===== src/pam_pkg.sv =====
// Constants and carrier types for the port alternate-function pin mux
//
// Functional notes
// - Port A bit 7: GPIO, FIFO flag out or chip select in.
// - In chip-select use, FIFO strobes count only while selected.
// - Port B: GPIO or FIFO data low byte; input after reset.
// - Port C pin n: engine address bit n when config bit n set.
// - Port D: FIFO data high byte in FIFO modes when word-wide.
// - Port E pin n: alternate function when config bit n set.
// - Timer 0 overflow pulse: high exactly one output-clock cycle.
// - Split-mode timer pulses on low-byte counter overflow.
// - Timer 1 overflow pulse: high one output-clock cycle.
// - Timer 2 overflow pulse: high one clock cycle.
// - UART 0 echo: data in sync mode 0, else one.
// - UART 1 echo: data in sync mode 0, high in modes 1 to 3.
// - Port E bit 5 alternate: rising-edge interrupt input.
// - Timer 2 reload input: falling edge, only when enabled.
// - Port E bit 7 alternate: engine address bit 8.
// - Ready 0: engine ready or FIFO read strobe, polarity bit 3.
// - Ready 1: engine ready or FIFO write strobe, polarity bit 2.
// - Ready pins 2 to 5: always engine inputs.
// - Port A config bit 7 selects flag, bit 6 chip select; reset 0.
package pam_pkg;

  // ------
  // Widths
  // ------
  localparam int PORT_W = 8;
  localparam int RDY_N  = 6;
  localparam int ADR_W  = 9;
  localparam int SYNC_W = 1 + 4 * PORT_W + RDY_N;

  // ------
  // Interface mode field codes
  // ------
  localparam logic [1:0] IFM_PORTS  = 2'h0;
  localparam logic [1:0] IFM_ENGINE = 2'h2;
  localparam logic [1:0] IFM_SLAVE  = 2'h3;
  localparam int         IFM_FIFO_BIT = 1;

  // ------
  // Field positions and reset values
  // ------
  localparam int PA_FLAG_BIT  = 7;
  localparam int PA_CS_BIT    = 6;
  localparam int POL_RD_BIT   = 3;
  localparam int POL_WR_BIT   = 2;
  localparam int PE_T0_BIT    = 0;
  localparam int PE_T2_BIT    = 2;
  localparam int PE_RX0_BIT   = 3;
  localparam int PE_RX1_BIT   = 4;
  localparam int PE_IRQ_BIT   = 5;
  localparam int PE_TIMER2_RELOAD_INPUT_BIT  = 6;
  localparam int PE_ADR8_BIT  = 7;
  localparam logic [7:0] CFG_RST  = 8'h00;
  localparam logic [7:0] OE_N_RST = 8'hFF;
  localparam logic [1:0] TMR_SPLIT_MODE = 2'h3;
  localparam logic [1:0] UART_SYNC_MODE = 2'h0;

  // ------
  // Timing
  // ------
  localparam int CLK_PERIOD_NS    = 50;
  localparam int OUTCLK_PERIOD_NS = 50;
  localparam int OUTCLK_CYC = (OUTCLK_PERIOD_NS < CLK_PERIOD_NS) ? 1 :
                              OUTCLK_PERIOD_NS / CLK_PERIOD_NS;
  localparam int T2_PULSE_CYC = 1;

  // ------
  // Carrier types
  // ------
  typedef struct packed {
    logic [PORT_W-1:0] out;
    logic [PORT_W-1:0] oe_n;
  } pam_pins_t;

  typedef struct packed {
    logic [PORT_W-1:0] out;
    logic [PORT_W-1:0] drive;
  } pam_gpio_t;

  typedef struct packed {
    logic       ovf;
    logic       lo_ovf;
    logic [1:0] mode;
  } pam_timer_t;

  typedef struct packed {
    logic [1:0] mode;
    logic       data;
  } pam_uart_t;

endpackage


===== src/pam_pin_mux.sv =====
// Port alternate-function pin mux, top level
`timescale 1ns/1ps
module pam_pin_mux (
  // Clock and reset
  input  wire logic                 clock_in,
  input  wire logic                 rstn_in,
  // Configuration
  input  wire logic [1:0]           interface_mode_field_in,
  input  wire logic [7:0]           port_a_alt_config_in,
  input  wire logic [7:0]           port_c_alt_config_in,
  input  wire logic [7:0]           port_e_alt_config_in,
  input  wire logic                 endpoint_fifo_wordwide_in,
  input  wire logic [7:0]           fifo_polarity_reg_in,
  input  wire logic                 timer2_ext_enable_in,
  // General-purpose port requests
  input  wire logic                 port_a_bit7_gpio_out_in,
  input  wire logic                 port_a_bit7_gpio_drive_in,
  input  wire pam_pkg::pam_gpio_t   port_b_gpio_in,
  input  wire pam_pkg::pam_gpio_t   port_c_gpio_in,
  input  wire pam_pkg::pam_gpio_t   port_d_gpio_in,
  input  wire pam_pkg::pam_gpio_t   port_e_gpio_in,
  // Alternate-function sources
  input  wire logic                 slave_fifo_flag_d_in,
  input  wire logic [15:0]          fifo_data_bus_in,
  input  wire logic                 fifo_data_drive_in,
  input  wire logic [8:0]           engine_address_in,
  input  wire pam_pkg::pam_timer_t  timer0_in,
  input  wire pam_pkg::pam_timer_t  timer1_in,
  input  wire logic                 timer2_ovf_in,
  input  wire pam_pkg::pam_uart_t   uart0_in,
  input  wire pam_pkg::pam_uart_t   uart1_in,
  // Pin inputs
  input  wire logic                 port_a_bit7_pin_in,
  input  wire logic [7:0]           port_b_pin_in,
  input  wire logic [7:0]           port_c_pin_in,
  input  wire logic [7:0]           port_d_pin_in,
  input  wire logic [7:0]           port_e_pin_in,
  input  wire logic [5:0]           ready_pin_in,
  // Pin outputs
  output logic                      port_a_bit7_out,
  output logic                      port_a_bit7_oe_n_out,
  output pam_pkg::pam_pins_t        port_b_pins_out,
  output pam_pkg::pam_pins_t        port_c_pins_out,
  output pam_pkg::pam_pins_t        port_d_pins_out,
  output pam_pkg::pam_pins_t        port_e_pins_out,
  // Inward results
  output logic                      port_a_bit7_read_out,
  output logic [7:0]                port_b_read_out,
  output logic [7:0]                port_c_read_out,
  output logic [7:0]                port_d_read_out,
  output logic [7:0]                port_e_read_out,
  output logic [15:0]               fifo_data_bus_out,
  output logic                      slave_fifo_read_strobe_out,
  output logic                      slave_fifo_write_strobe_out,
  output logic                      slave_fifo_select_out,
  output logic [5:0]                engine_ready_out,
  output logic                      ext_irq_pin_e5_out,
  output logic                      timer2_reload_input_out,
  output logic [2:0]                timer_overflow_pulse_out
);

  // ------
  // Pin synchronisers
  // ------
  logic [pam_pkg::SYNC_W-1:0] pins_async_w;
  logic [pam_pkg::SYNC_W-1:0] pins_sync_w;
  logic                       a7_s;
  logic [7:0]                 b_s;
  logic [7:0]                 c_s;
  logic [7:0]                 d_s;
  logic [7:0]                 e_s;
  logic [5:0]                 rdy_s;

  assign pins_async_w = {port_a_bit7_pin_in, port_b_pin_in, port_c_pin_in,
                         port_d_pin_in, port_e_pin_in, ready_pin_in};
  assign {a7_s, b_s, c_s, d_s, e_s, rdy_s} = pins_sync_w;

  pam_sync #(
    .W (pam_pkg::SYNC_W)
  ) u_sync (
    .clock_in (clock_in),
    .rstn_in  (rstn_in),
    .async_in (pins_async_w),
    .sync_out (pins_sync_w)
  );

  // ------
  // Mode decode
  // ------
  logic fifo_modes_w;
  logic slave_mode_w;
  logic engine_mode_w;
  logic a7_cs_sel_w;
  logic a7_flag_sel_w;
  logic wide_w;

  assign fifo_modes_w  = interface_mode_field_in[pam_pkg::IFM_FIFO_BIT];
  assign slave_mode_w  = (interface_mode_field_in == pam_pkg::IFM_SLAVE);
  assign engine_mode_w = (interface_mode_field_in == pam_pkg::IFM_ENGINE);
  // Chip select outranks the flag when both bits are set
  assign a7_cs_sel_w   = slave_mode_w &&
                         port_a_alt_config_in[pam_pkg::PA_CS_BIT];
  assign a7_flag_sel_w = fifo_modes_w && !a7_cs_sel_w &&
                         port_a_alt_config_in[pam_pkg::PA_FLAG_BIT];
  assign wide_w        = fifo_modes_w && endpoint_fifo_wordwide_in;

  // ------
  // Timer overflow pulses
  // ------
  pam_pkg::pam_timer_t tmr_w [3];
  logic [2:0]          tmr_pulse_w;

  assign tmr_w[0] = timer0_in;
  assign tmr_w[1] = timer1_in;
  // Timer 2 has no split mode
  assign tmr_w[2] = '{ovf: timer2_ovf_in, lo_ovf: 1'b0, mode: 2'h0};

  // Timers 0 and 1 stretch to an output-clock cycle, timer 2 to one clock
  generate
    for (genvar t = 0; t < 3; t++)
    begin : g_tmr
      pam_ovf_pulse #(
        .LEN ((t == 2) ? pam_pkg::T2_PULSE_CYC : pam_pkg::OUTCLK_CYC)
      ) u_pulse (
        .clock_in  (clock_in),
        .rstn_in   (rstn_in),
        .ovf_in    (tmr_w[t].ovf),
        .lo_ovf_in (tmr_w[t].lo_ovf),
        .mode_in   (tmr_w[t].mode),
        .pulse_out (tmr_pulse_w[t])
      );
    end
  endgenerate

  // ------
  // UART echo
  // ------
  logic rx0_echo_w;
  logic rx1_echo_w;

  assign rx0_echo_w = (uart0_in.mode == pam_pkg::UART_SYNC_MODE) ?
                      uart0_in.data : 1'b1;
  assign rx1_echo_w = (uart1_in.mode == pam_pkg::UART_SYNC_MODE) ?
                      uart1_in.data : 1'b1;

  // ------
  // Port E alternate sources, pin by pin
  // ------
  logic [7:0] e_alt_val_w;
  logic [7:0] e_alt_is_in_w;

  assign e_alt_val_w = {engine_address_in[8], 1'b0, 1'b0, rx1_echo_w,
                        rx0_echo_w, tmr_pulse_w};
  // Bits 5 and 6 become inputs when their alternate is chosen
  assign e_alt_is_in_w = 8'h60;

  // ------
  // Next pin state
  // ------
  logic               a7_out_nxt;
  logic               a7_oe_n_nxt;
  pam_pkg::pam_pins_t b_nxt;
  pam_pkg::pam_pins_t c_nxt;
  pam_pkg::pam_pins_t d_nxt;
  pam_pkg::pam_pins_t e_nxt;
  logic               fd_drive_w;

  // Device drives data only on FIFO request; the far end then stays off
  assign fd_drive_w  = fifo_modes_w && fifo_data_drive_in;

  assign a7_out_nxt  = a7_flag_sel_w ? slave_fifo_flag_d_in
                                     : port_a_bit7_gpio_out_in;
  assign a7_oe_n_nxt = a7_cs_sel_w   ? 1'b1 :
                       a7_flag_sel_w ? 1'b0 :
                       !port_a_bit7_gpio_drive_in;

  generate
    for (genvar i = 0; i < pam_pkg::PORT_W; i++)
    begin : g_pin
      // Port B: low data byte in FIFO and engine modes
      assign b_nxt.out[i]  = fifo_modes_w ? fifo_data_bus_in[i]
                                          : port_b_gpio_in.out[i];
      assign b_nxt.oe_n[i] = fifo_modes_w ? !fd_drive_w
                                          : !port_b_gpio_in.drive[i];
      // Port C: engine address per bit
      assign c_nxt.out[i]  = port_c_alt_config_in[i] ?
                             engine_address_in[i] : port_c_gpio_in.out[i];
      assign c_nxt.oe_n[i] = port_c_alt_config_in[i] ? 1'b0
                                          : !port_c_gpio_in.drive[i];
      // Port D: high data byte only when word-wide
      assign d_nxt.out[i]  = wide_w ? fifo_data_bus_in[8+i]
                                    : port_d_gpio_in.out[i];
      assign d_nxt.oe_n[i] = wide_w ? !fd_drive_w
                                    : !port_d_gpio_in.drive[i];
      // Port E: alternate output or released for alternate input
      assign e_nxt.out[i]  = port_e_alt_config_in[i] ? e_alt_val_w[i]
                                                     : port_e_gpio_in.out[i];
      assign e_nxt.oe_n[i] = port_e_alt_config_in[i] ? e_alt_is_in_w[i]
                                          : !port_e_gpio_in.drive[i];
    end
  endgenerate

  // ------
  // Strobes, chip select and ready inputs
  // ------
  logic cs_ok_w;
  logic rd_act_w;
  logic wr_act_w;

  // Without chip select in use the strobes are always heard in slave mode
  assign cs_ok_w  = !a7_cs_sel_w || !a7_s;
  assign rd_act_w = fifo_polarity_reg_in[pam_pkg::POL_RD_BIT] ?
                    rdy_s[0] : !rdy_s[0];
  assign wr_act_w = fifo_polarity_reg_in[pam_pkg::POL_WR_BIT] ?
                    rdy_s[1] : !rdy_s[1];

  // ------
  // Edge detect on port E inputs
  // ------
  logic e5_prev_r;
  logic e6_prev_r;
  logic irq_nxt;
  logic reload_nxt;

  assign irq_nxt    = port_e_alt_config_in[pam_pkg::PE_IRQ_BIT] &&
                      e_s[pam_pkg::PE_IRQ_BIT] && !e5_prev_r;
  assign reload_nxt = port_e_alt_config_in[pam_pkg::PE_TIMER2_RELOAD_INPUT_BIT] &&
                      timer2_ext_enable_in &&
                      !e_s[pam_pkg::PE_TIMER2_RELOAD_INPUT_BIT] && e6_prev_r;

  // ------
  // Pin output registers
  // ------
  // Registering routing adds one cycle but keeps pins glitch free
  always_ff @(posedge clock_in)
  begin
    if (!rstn_in)
    begin
      port_a_bit7_out      <= 1'b0;
      port_a_bit7_oe_n_out <= 1'b1;
      port_b_pins_out      <= '{out: pam_pkg::CFG_RST,
                                oe_n: pam_pkg::OE_N_RST};
      port_c_pins_out      <= '{out: pam_pkg::CFG_RST,
                                oe_n: pam_pkg::OE_N_RST};
      port_d_pins_out      <= '{out: pam_pkg::CFG_RST,
                                oe_n: pam_pkg::OE_N_RST};
      port_e_pins_out      <= '{out: pam_pkg::CFG_RST,
                                oe_n: pam_pkg::OE_N_RST};
    end
    else
    begin
      port_a_bit7_out      <= a7_out_nxt;
      port_a_bit7_oe_n_out <= a7_oe_n_nxt;
      port_b_pins_out      <= b_nxt;
      port_c_pins_out      <= c_nxt;
      port_d_pins_out      <= d_nxt;
      port_e_pins_out      <= e_nxt;
    end
  end

  // ------
  // Inward result registers
  // ------
  always_ff @(posedge clock_in)
  begin
    if (!rstn_in)
    begin
      port_a_bit7_read_out        <= 1'b0;
      port_b_read_out             <= '0;
      port_c_read_out             <= '0;
      port_d_read_out             <= '0;
      port_e_read_out             <= '0;
      fifo_data_bus_out           <= '0;
      slave_fifo_read_strobe_out  <= 1'b0;
      slave_fifo_write_strobe_out <= 1'b0;
      slave_fifo_select_out       <= 1'b0;
      engine_ready_out            <= '0;
      e5_prev_r                   <= 1'b0;
      e6_prev_r                   <= 1'b0;
      ext_irq_pin_e5_out          <= 1'b0;
      timer2_reload_input_out     <= 1'b0;
      timer_overflow_pulse_out    <= '0;
    end
    else
    begin
      port_a_bit7_read_out        <= a7_s;
      port_b_read_out             <= b_s;
      port_c_read_out             <= c_s;
      port_d_read_out             <= d_s;
      port_e_read_out             <= e_s;
      fifo_data_bus_out           <= {wide_w ? d_s : 8'h00, b_s};
      slave_fifo_read_strobe_out  <= slave_mode_w && cs_ok_w &&
                                     rd_act_w;
      slave_fifo_write_strobe_out <= slave_mode_w && cs_ok_w &&
                                     wr_act_w;
      slave_fifo_select_out       <= slave_mode_w && cs_ok_w;
      engine_ready_out            <= {rdy_s[5:2],
                                      engine_mode_w ? rdy_s[1:0]
                                                    : 2'b00};
      e5_prev_r                   <= e_s[pam_pkg::PE_IRQ_BIT];
      e6_prev_r                   <= e_s[pam_pkg::PE_TIMER2_RELOAD_INPUT_BIT];
      ext_irq_pin_e5_out          <= irq_nxt;
      timer2_reload_input_out     <= reload_nxt;
      timer_overflow_pulse_out    <= tmr_pulse_w;
    end
  end

endmodule


===== src/pam_sync.sv =====
// Two-stage synchroniser for asynchronous pin inputs
`timescale 1ns/1ps
module pam_sync #(
  parameter int W = 1
) (
  // Clock and reset
  input  wire logic         clock_in,
  input  wire logic         rstn_in,
  // Data
  input  wire logic [W-1:0] async_in,
  output logic      [W-1:0] sync_out
);

  logic [W-1:0] meta_r;

  // First stage feeds only the second stage
  always_ff @(posedge clock_in)
  begin
    if (!rstn_in)
    begin
      meta_r   <= '0;
      sync_out <= '0;
    end
    else
    begin
      meta_r   <= async_in;
      sync_out <= meta_r;
    end
  end

endmodule


===== src/pam_ovf_pulse.sv =====
// Overflow pulse shaper: one event gives a pulse of LEN clock cycles
`timescale 1ns/1ps
module pam_ovf_pulse #(
  parameter int LEN = 1
) (
  // Clock and reset
  input  wire logic clock_in,
  input  wire logic rstn_in,
  // Timer side
  input  wire logic         ovf_in,
  input  wire logic         lo_ovf_in,
  input  wire logic [1:0]   mode_in,
  // Pulse
  output logic              pulse_out
);

  localparam int CW = (LEN > 1) ? $clog2(LEN + 1) : 1;
  localparam logic [CW-1:0] LEN_C = CW'(LEN);

  logic          event_w;
  logic [CW-1:0] cnt_r;
  logic [CW-1:0] cnt_nxt;

  // Split mode watches the low-byte counter
  assign event_w = (mode_in == pam_pkg::TMR_SPLIT_MODE) ? lo_ovf_in
                                                          : ovf_in;
  // A new overflow restarts the full pulse length
  assign cnt_nxt = event_w ? LEN_C :
                   (cnt_r != '0) ? cnt_r - CW'(1) : cnt_r;

  always_ff @(posedge clock_in)
  begin
    if (!rstn_in)
    begin
      cnt_r     <= '0;
      pulse_out <= 1'b0;
    end
    else
    begin
      cnt_r     <= cnt_nxt;
      pulse_out <= (cnt_nxt != '0);
    end
  end

endmodule


===== config.mk =====
export PLATFORM = sky130hd
export DESIGN_NAME = pam_pin_mux
export DESIGN_NICKNAME = d
export VERILOG_FILES = /design/src/pam_pkg.sv /design/src/pam_pin_mux.sv /design/src/pam_sync.sv /design/src/pam_ovf_pulse.sv
export SDC_FILE = /design/constraint.sdc
export NUM_CORES = 1
export LEC_CHECK = 0
export ABC_AREA = 1
export BUFFER_PORTS_ARGS = -buffer_cell sky130_fd_sc_hd__buf_2
export CORE_ASPECT_RATIO = 0.8
export CORE_MARGIN = 2
export CORE_UTILIZATION = 25
export CTS_BUF_LIST = sky130_fd_sc_hd__clkbuf_8
export CTS_CLUSTER_DIAMETER = 60
export DETAILED_ROUTE_END_ITERATION = 8
export GPL_TIMING_DRIVEN = 0
export PLACE_DENSITY_LB_ADDON = 0.25
export REMOVE_ABC_BUFFERS = 1
export SETUP_SLACK_MARGIN = 0.4
export SKIP_LAST_GASP = 1
export SLEW_MARGIN = 20
export SYNTH_ARGS = -nofsm -noshare
export SYNTH_HDL_FRONTEND = slang
export SYNTH_HIERARCHICAL = 1
export SYNTH_SLANG_ARGS = --single-unit

===== constraint.sdc =====
create_clock -name clock_in -period 0.8 [get_ports clock_in]
set_input_delay 0.16 -clock clock_in [delete_from_list [all_inputs] [get_ports clock_in]]
set_output_delay 0.16 -clock clock_in [all_outputs]
set_load 0.01 [all_outputs]

==> impl_metrics.env, run 1 <==
export IMPL_status="finished, violations left"
export IMPL_violations="hold timing, setup timing"
export IMPL_cp_slowest_cell="dfxtp_2"
export IMPL_fin_nets=1161
export IMPL_tns_ns=-35.29
export IMPL_clock_sinks=202
export IMPL_vias=4910
export IMPL_cts_clk_slew_worst_paths_ns=0.06
export IMPL_fp_dieW_um=179
export IMPL_required_ns=0.64
export IMPL_final_area_um2=9240
export IMPL_critPathCaptureType="output pin"
export IMPL_regToRegSetupSlack_ns=0.10
export IMPL_fin_crit_sh=1.40
export IMPL_dp_hpwl_um=9790
export IMPL_num_rows=51
export IMPL_post_route_min_period_ns=1.12
export IMPL_viasPerCell=3.74
export IMPL_path_cells="buf_6"
export IMPL_worstPathMaxFanout=2
export IMPL_grt_overflow=0
export IMPL_maxSlewViolCount=0
export IMPL_powerDensity_nw_per_um2=2320
export IMPL_routedWlPerCell_um=11.8
export IMPL_grt_pass1_vias=4511
export IMPL_crit_buf_inv=1
export IMPL_drtIter0Drc=97
export IMPL_drtAntennaViolNets=0
export IMPL_critPathMaxStageDelay_ns=0.36
export IMPL_cts_tree="yes"
export IMPL_max_freq_mhz=893
export IMPL_root_buffer="clkbuf_8"
export IMPL_grt_pass1_wl_um=22400
export IMPL_cts_hold_buffers=1
export IMPL_dr_pass1_iters=4
export IMPL_hp_start="port_b_gpio_in[2]"
export IMPL_fp_dieH_um=144
export IMPL_worst_slack_ns=-0.320
export IMPL_track_usage=0.112
export IMPL_antenna_found_initial=1
export IMPL_skew_ns=0.00857
export IMPL_synthCells=661
export IMPL_cp_top_family="flip-flops"
export IMPL_pre_cts_ws_ns=-0.647
export IMPL_yosysSeqAreaShare=0.661
export IMPL_async_flop_share=0
export IMPL_diodes=0
export IMPL_drv_cap=0
export IMPL_gp_congestion=0.738
export IMPL_rsz0062_at_grt="yes"
export IMPL_fillers=2501
export IMPL_port_buffer_count=301
export IMPL_synth_edf_count=0
export IMPL_p_leak_nw=5.20
export IMPL_ir_drop_mv=1.38
export IMPL_grt_max_degree=52
export IMPL_pin_count=314
export IMPL_hold_ws_ns=-0.170
export IMPL_crit_start="port_b_read_out[4]$_SDFF_PN0_"
export IMPL_totalWireLength_um=15500
export IMPL_clk_latency_ns=0.49
export IMPL_synth_distinct_cells=28
export IMPL_cts_max_path_buffers=3
export IMPL_finalHoldViolCount=113
export IMPL_drc=0
export IMPL_drive_gt1_frac=0.473
export IMPL_critPathKind="flop to output pin"
export IMPL_ys_flop_type="dfxtp_1"
export IMPL_die_area_um2=25800
export IMPL_start_util=0.253
export IMPL_arrival_ns=0.96
export IMPL_setup_viol=129
export IMPL_core_area_um2=24200
export IMPL_synth_seq_cells=202
export IMPL_netlist_area_um2=6120
export IMPL_htreeDepth=2
export IMPL_crit_path_start_kind="flop"
export IMPL_holdCritPathClass="input port to flop"
export IMPL_cts_buffers=36
export IMPL_r2r_start="u_sync/sync_out[38]$_SDFF_PN0_"
export IMPL_area_growth_syn_to_layout_pct=51.0
export IMPL_syn_area_per_cell_um2=9.26
export IMPL_ys_warn_count=6
export IMPL_place_area_um2=7820
sequential cells by signal, indices dropped and copies added, names as in the netlist, 3 cells and up:
signal	cells
port_d_read_out	8
port_b_pins_out	16
u_sync/meta_r	39
port_c_read_out	8
port_b_read_out	8
port_e_pins_out	16
engine_ready_out	6
port_d_pins_out	16
g_tmr.u_pulse/cnt_r	3
port_e_read_out	8
port_c_pins_out	16
u_sync/sync_out	39
timer_overflow_pulse_out	3
fifo_data_bus_out	8
cell usage after synthesis (2+ instances only):
library cell  count  share of area
nor2_4            2         0.0037
nand3_1           3         0.0025
a31oi_1           2         0.0020
o21ai_0          22          0.018
nand2_1         135          0.083
o21ai_1          30          0.025
nor3_1            2         0.0016
nor2_2            4         0.0041
buf_2            15          0.012
buf_6             7          0.013
a21oi_1          14          0.011
buf_4            11          0.013
nor2_1           51          0.031
inv_1           140          0.086
o211ai_2          8          0.016
dfxtp_1         202           0.66
xor2_1            2         0.0029
per-stage QoR:
stage,total power [mW],utilization,std cells
3_5_place_dp,12.5,0.323,1249
6_report,21.4,0.382,1312
4_1_cts,21.7,0.367,1310
5_1_grt,22.7,0.382,1312
3_3_place_gp,12.5,0.322,1248
2_1_floorplan,11.5,-,629
cell families after synthesis:
family,Yosys count,synth area share
other,1,0.000613
xor gates and xnor gates,2,0.00286
and+or+nand+nor,201,0.131
AOI/OAI and AO/OA,77,0.0736
DFF,202,0.661
buffers and inverters,178,0.131
final timing paths:
| kind | endpoint | depth (start not counted) |
|---|---|---|
| hold / removal | port_b_pins_out[2]$_SDFF_PN1_ | 2 |
| setup / recovery | port_b_read_out[4] | 1 |
| hold reg to reg | u_sync/sync_out[4]$_SDFF_PN0_ | 2 |
| setup reg to reg | slave_fifo_write_strobe_out$_SDFF_PN0_ | 3 |
where the power goes:
| part | internal, mW | switching [mW] |
|---|---|---|
| clock network | 4.89 | 3.85 |
| logic | 1.01 | 0.937 |
| registers | 10.6 | 0.162 |
final cells by class:
cell class | instances | area, um2 | area share
repair buffers | 309 | 2150 | 0.232
well taps | 318 | 398 | 0.0430
clock buffers | 44 | 606 | 0.0655
clock inverters | 12 | 47.5 | 0.00514
flip-flops and latches | 202 | 4140 | 0.448
inverters | 144 | 561 | 0.0606
multi-input cells | 283 | 1350 | 0.146
placed cells by master (no fill, tap or decap), types with 6 or more instances in the layout:
master    Yosys  layout
o21ai_0      22      20
nand2_2       1       8
buf_6         7      69
dfxtp_1     202     127
clkbuf_8      0      44
dfxtp_2       0      75
a21oi_1      14      11
nor2_1       51      48
o211ai_2      8       8
inv_1       140     145
nor2_2        4       7
buf_2        15     230
o21ai_1      30      31
inv_2         1       6
nand2_1     135     127
layer usage:
metal / GRT usage / routed length [um] / vias to the layer above
met5: 0 / 0 / -
met4: 0.0454 / 359 / 0
met3: 0.0492 / 1880 / 36
met2: 0.180 / 6900 / 241
met1: 0.131 / 6330 / 2076
li1: - / - / 2557
repair_timing:
item                       CTS  global route
gates resized for setup     78           109
gates cloned                 4             0
setup endpoints to repair  315           251
hold endpoints to repair   119           113
pin swaps                    4             6
buffers inserted             0             2
(Power assumes the default switching activity.)
==> run 2: changes to the inputs <==
Settings changed: CELL_PAD_IN_SITES_DETAIL_PLACEMENT from default to 0, CELL_PAD_IN_SITES_GLOBAL_PLACEMENT from default to 1.
Clock period 0.8 ns to 1.3 ns, I/O delays scaled along.
==> run 2 against run 1 <==
  * The run now ends clean
  * Via count increased by 9.2%
  * Die area did not move
  * Total power shrank 38%
  * Global-route usage is 0.74 points higher
==> impl_metrics.env, run 2 (synthesis gave the netlist of run 1 again) <==
export IMPL_drtAntennaViolNets=0
export IMPL_critPathKind="flop to output pin"
export IMPL_htreeDepth=2
export IMPL_placed_cells=1249
export IMPL_grt_pass1_vias=5126
export IMPL_worstPathMaxFanout=2
export IMPL_crit_buf_inv=1
export IMPL_p_leak_nw=5.71
export IMPL_viasPerCell=3.70
export IMPL_grt_max_degree=74
export IMPL_cts_buffers=35
export IMPL_fp_dieW_um=179
export IMPL_mostFrequentLayoutCell="buf_2"
export IMPL_grt_pass1_wl_um=24400
export IMPL_max_freq_mhz=812
export IMPL_drive_gt1_frac=0.381
export IMPL_post_route_min_period_ns=1.23
export IMPL_die_area_um2=25800
export IMPL_routedWlPerCell_um=11.5
export IMPL_fp_dieH_um=144
export IMPL_fin_nets=1294
export IMPL_fin_crit_sh=0.947
export IMPL_drtIter0Drc=100
export IMPL_final_area_um2=10400
export IMPL_num_rows=51
export IMPL_fin_cells=1448
export IMPL_clk_latency_ns=0.49
export IMPL_post_route_util=0.431
export IMPL_cp_slowest_cell="dfxtp_2"
export IMPL_setup_viol=0
export IMPL_hold_ws_ns=0.0407
export IMPL_holdCritPathClass="input port to flop"
export IMPL_start_util=0.253
export IMPL_drc=0
export IMPL_cts_clk_slew_worst_paths_ns=0.06
export IMPL_path_cells="buf_6"
export IMPL_cts_max_path_buffers=3
export IMPL_multi_input_area_um2=1290
export IMPL_grt_overflow=0
export IMPL_required_ns=1.04
export IMPL_finalPower_mw=13.3
export IMPL_skew_ns=0.00771
export IMPL_clock_sinks=202
export IMPL_root_buffer="clkbuf_8"
export IMPL_vias=5364
export IMPL_critPathCaptureType="output pin"
export IMPL_final_seq_area_um2=4120
export IMPL_crit_path_start_kind="flop"
export IMPL_pin_count=314
export IMPL_dr_pass1_iters=4
export IMPL_maxSlewViolCount=0
export IMPL_port_buffer_count=301
export IMPL_diodes=0
export IMPL_area_growth_syn_to_layout_pct=70.2
export IMPL_ir_drop_mv=0.669
export IMPL_core_area_um2=24200
export IMPL_dp_hpwl_um=9850
export IMPL_drv_cap=0
export IMPL_place_area_um2=7820
export IMPL_rsz0062_at_grt="yes"
export IMPL_arrival_ns=0.97
export IMPL_critPathMaxStageDelay_ns=0.37
export IMPL_powerDensity_nw_per_um2=1280
export IMPL_finalHoldViolCount=0
export IMPL_gp_congestion=0.707
export IMPL_track_usage=0.120
export IMPL_fillers=2384
export IMPL_layout_common_cells="230 x buf_2, 154 x inv_1, 139 x dfxtp_1, 139 x dlygate4sd3_1, 135 x nand2_1"
export IMPL_status="finished clean"
export IMPL_post_cts_setup_buffers=0
export IMPL_largest_registers="u_sync/meta_r (39), u_sync/sync_out (39)"
export IMPL_cp_top_family="flip-flops"
export IMPL_totalWireLength_um=16700
export IMPL_antenna_found_initial=0
export IMPL_cts_tree="yes"
-- run 2: cell count changes in the layout (fill, tap and decap cells not counted), sizes merged --
cell and change:
bufbuf -1, clkinv +1, inv +4, dlygate4sd3 +139
buf -4, dlymetal6s4s -1, clkbuf -2
-- run 2: power breakdown --
part	leakage (nW)	internal, mW	total [mW]	switching, mW
Combinational	3.64	0.843	1.46	0.617
Clock	0.381	2.84	5.24	2.41
Sequential	1.69	6.51	6.61	0.0935
-- run 2: path summary, 6_finish.rpt --
path	cells past startpoint	startpoint	end	slack [ns]
worst min-delay path	3	port_e_gpio_in[10]	port_e_pins_out[10]$_SDFF_PN0_	0.04
worst max-delay path	1	port_b_read_out[1]$_SDFF_PN0_	port_b_read_out[1]	0.07
worst max register to register	3	u_sync/sync_out[38]$_SDFF_PN0_	slave_fifo_read_strobe_out$_SDFF_PN0_	0.58
worst min register to register	1	port_e_read_out[5]$_SDFF_PN0_	ext_irq_pin_e5_out$_SDFF_PN0_	0.40
-- run 2: layout make-up --
class                           instances  area share
Sequential cell                       202       0.396
Clock buffer                           41      0.0541
Clock inverter                         17     0.00648
Tap cell                              318      0.0382
Timing Repair Buffer                  443       0.330
Multi-Input combinational cell        283       0.123
Inverter                              144      0.0526
-- run 2: stage by stage --
stage	setup TNS [ns]	setup WS, ns
after CTS	0	0.0321
after detailed placement	-13.86	-0.409
after global placement	-370.70	-2.30
after global routing	0	0.0218
after floorplan	0	0.398
final	0	0.0688
-- run 2: what timing repair did --
action | in CTS | in global routing
hold buffers | 139 | 0
cloned | 1 | 1
resized for setup | 70 | 70
endpoints found under the setup margin | 168 | 137
hold endpoints to repair | 107 | 0
-- run 2: layer usage --
layer,global-route usage,up-vias,share of wire
li1,-,2816,-
met1,0.134,2273,0.41
met2,0.198,233,0.45
met3,0.0519,42,0.11
met4,0.0513,0,0.028
met5,0,-,0
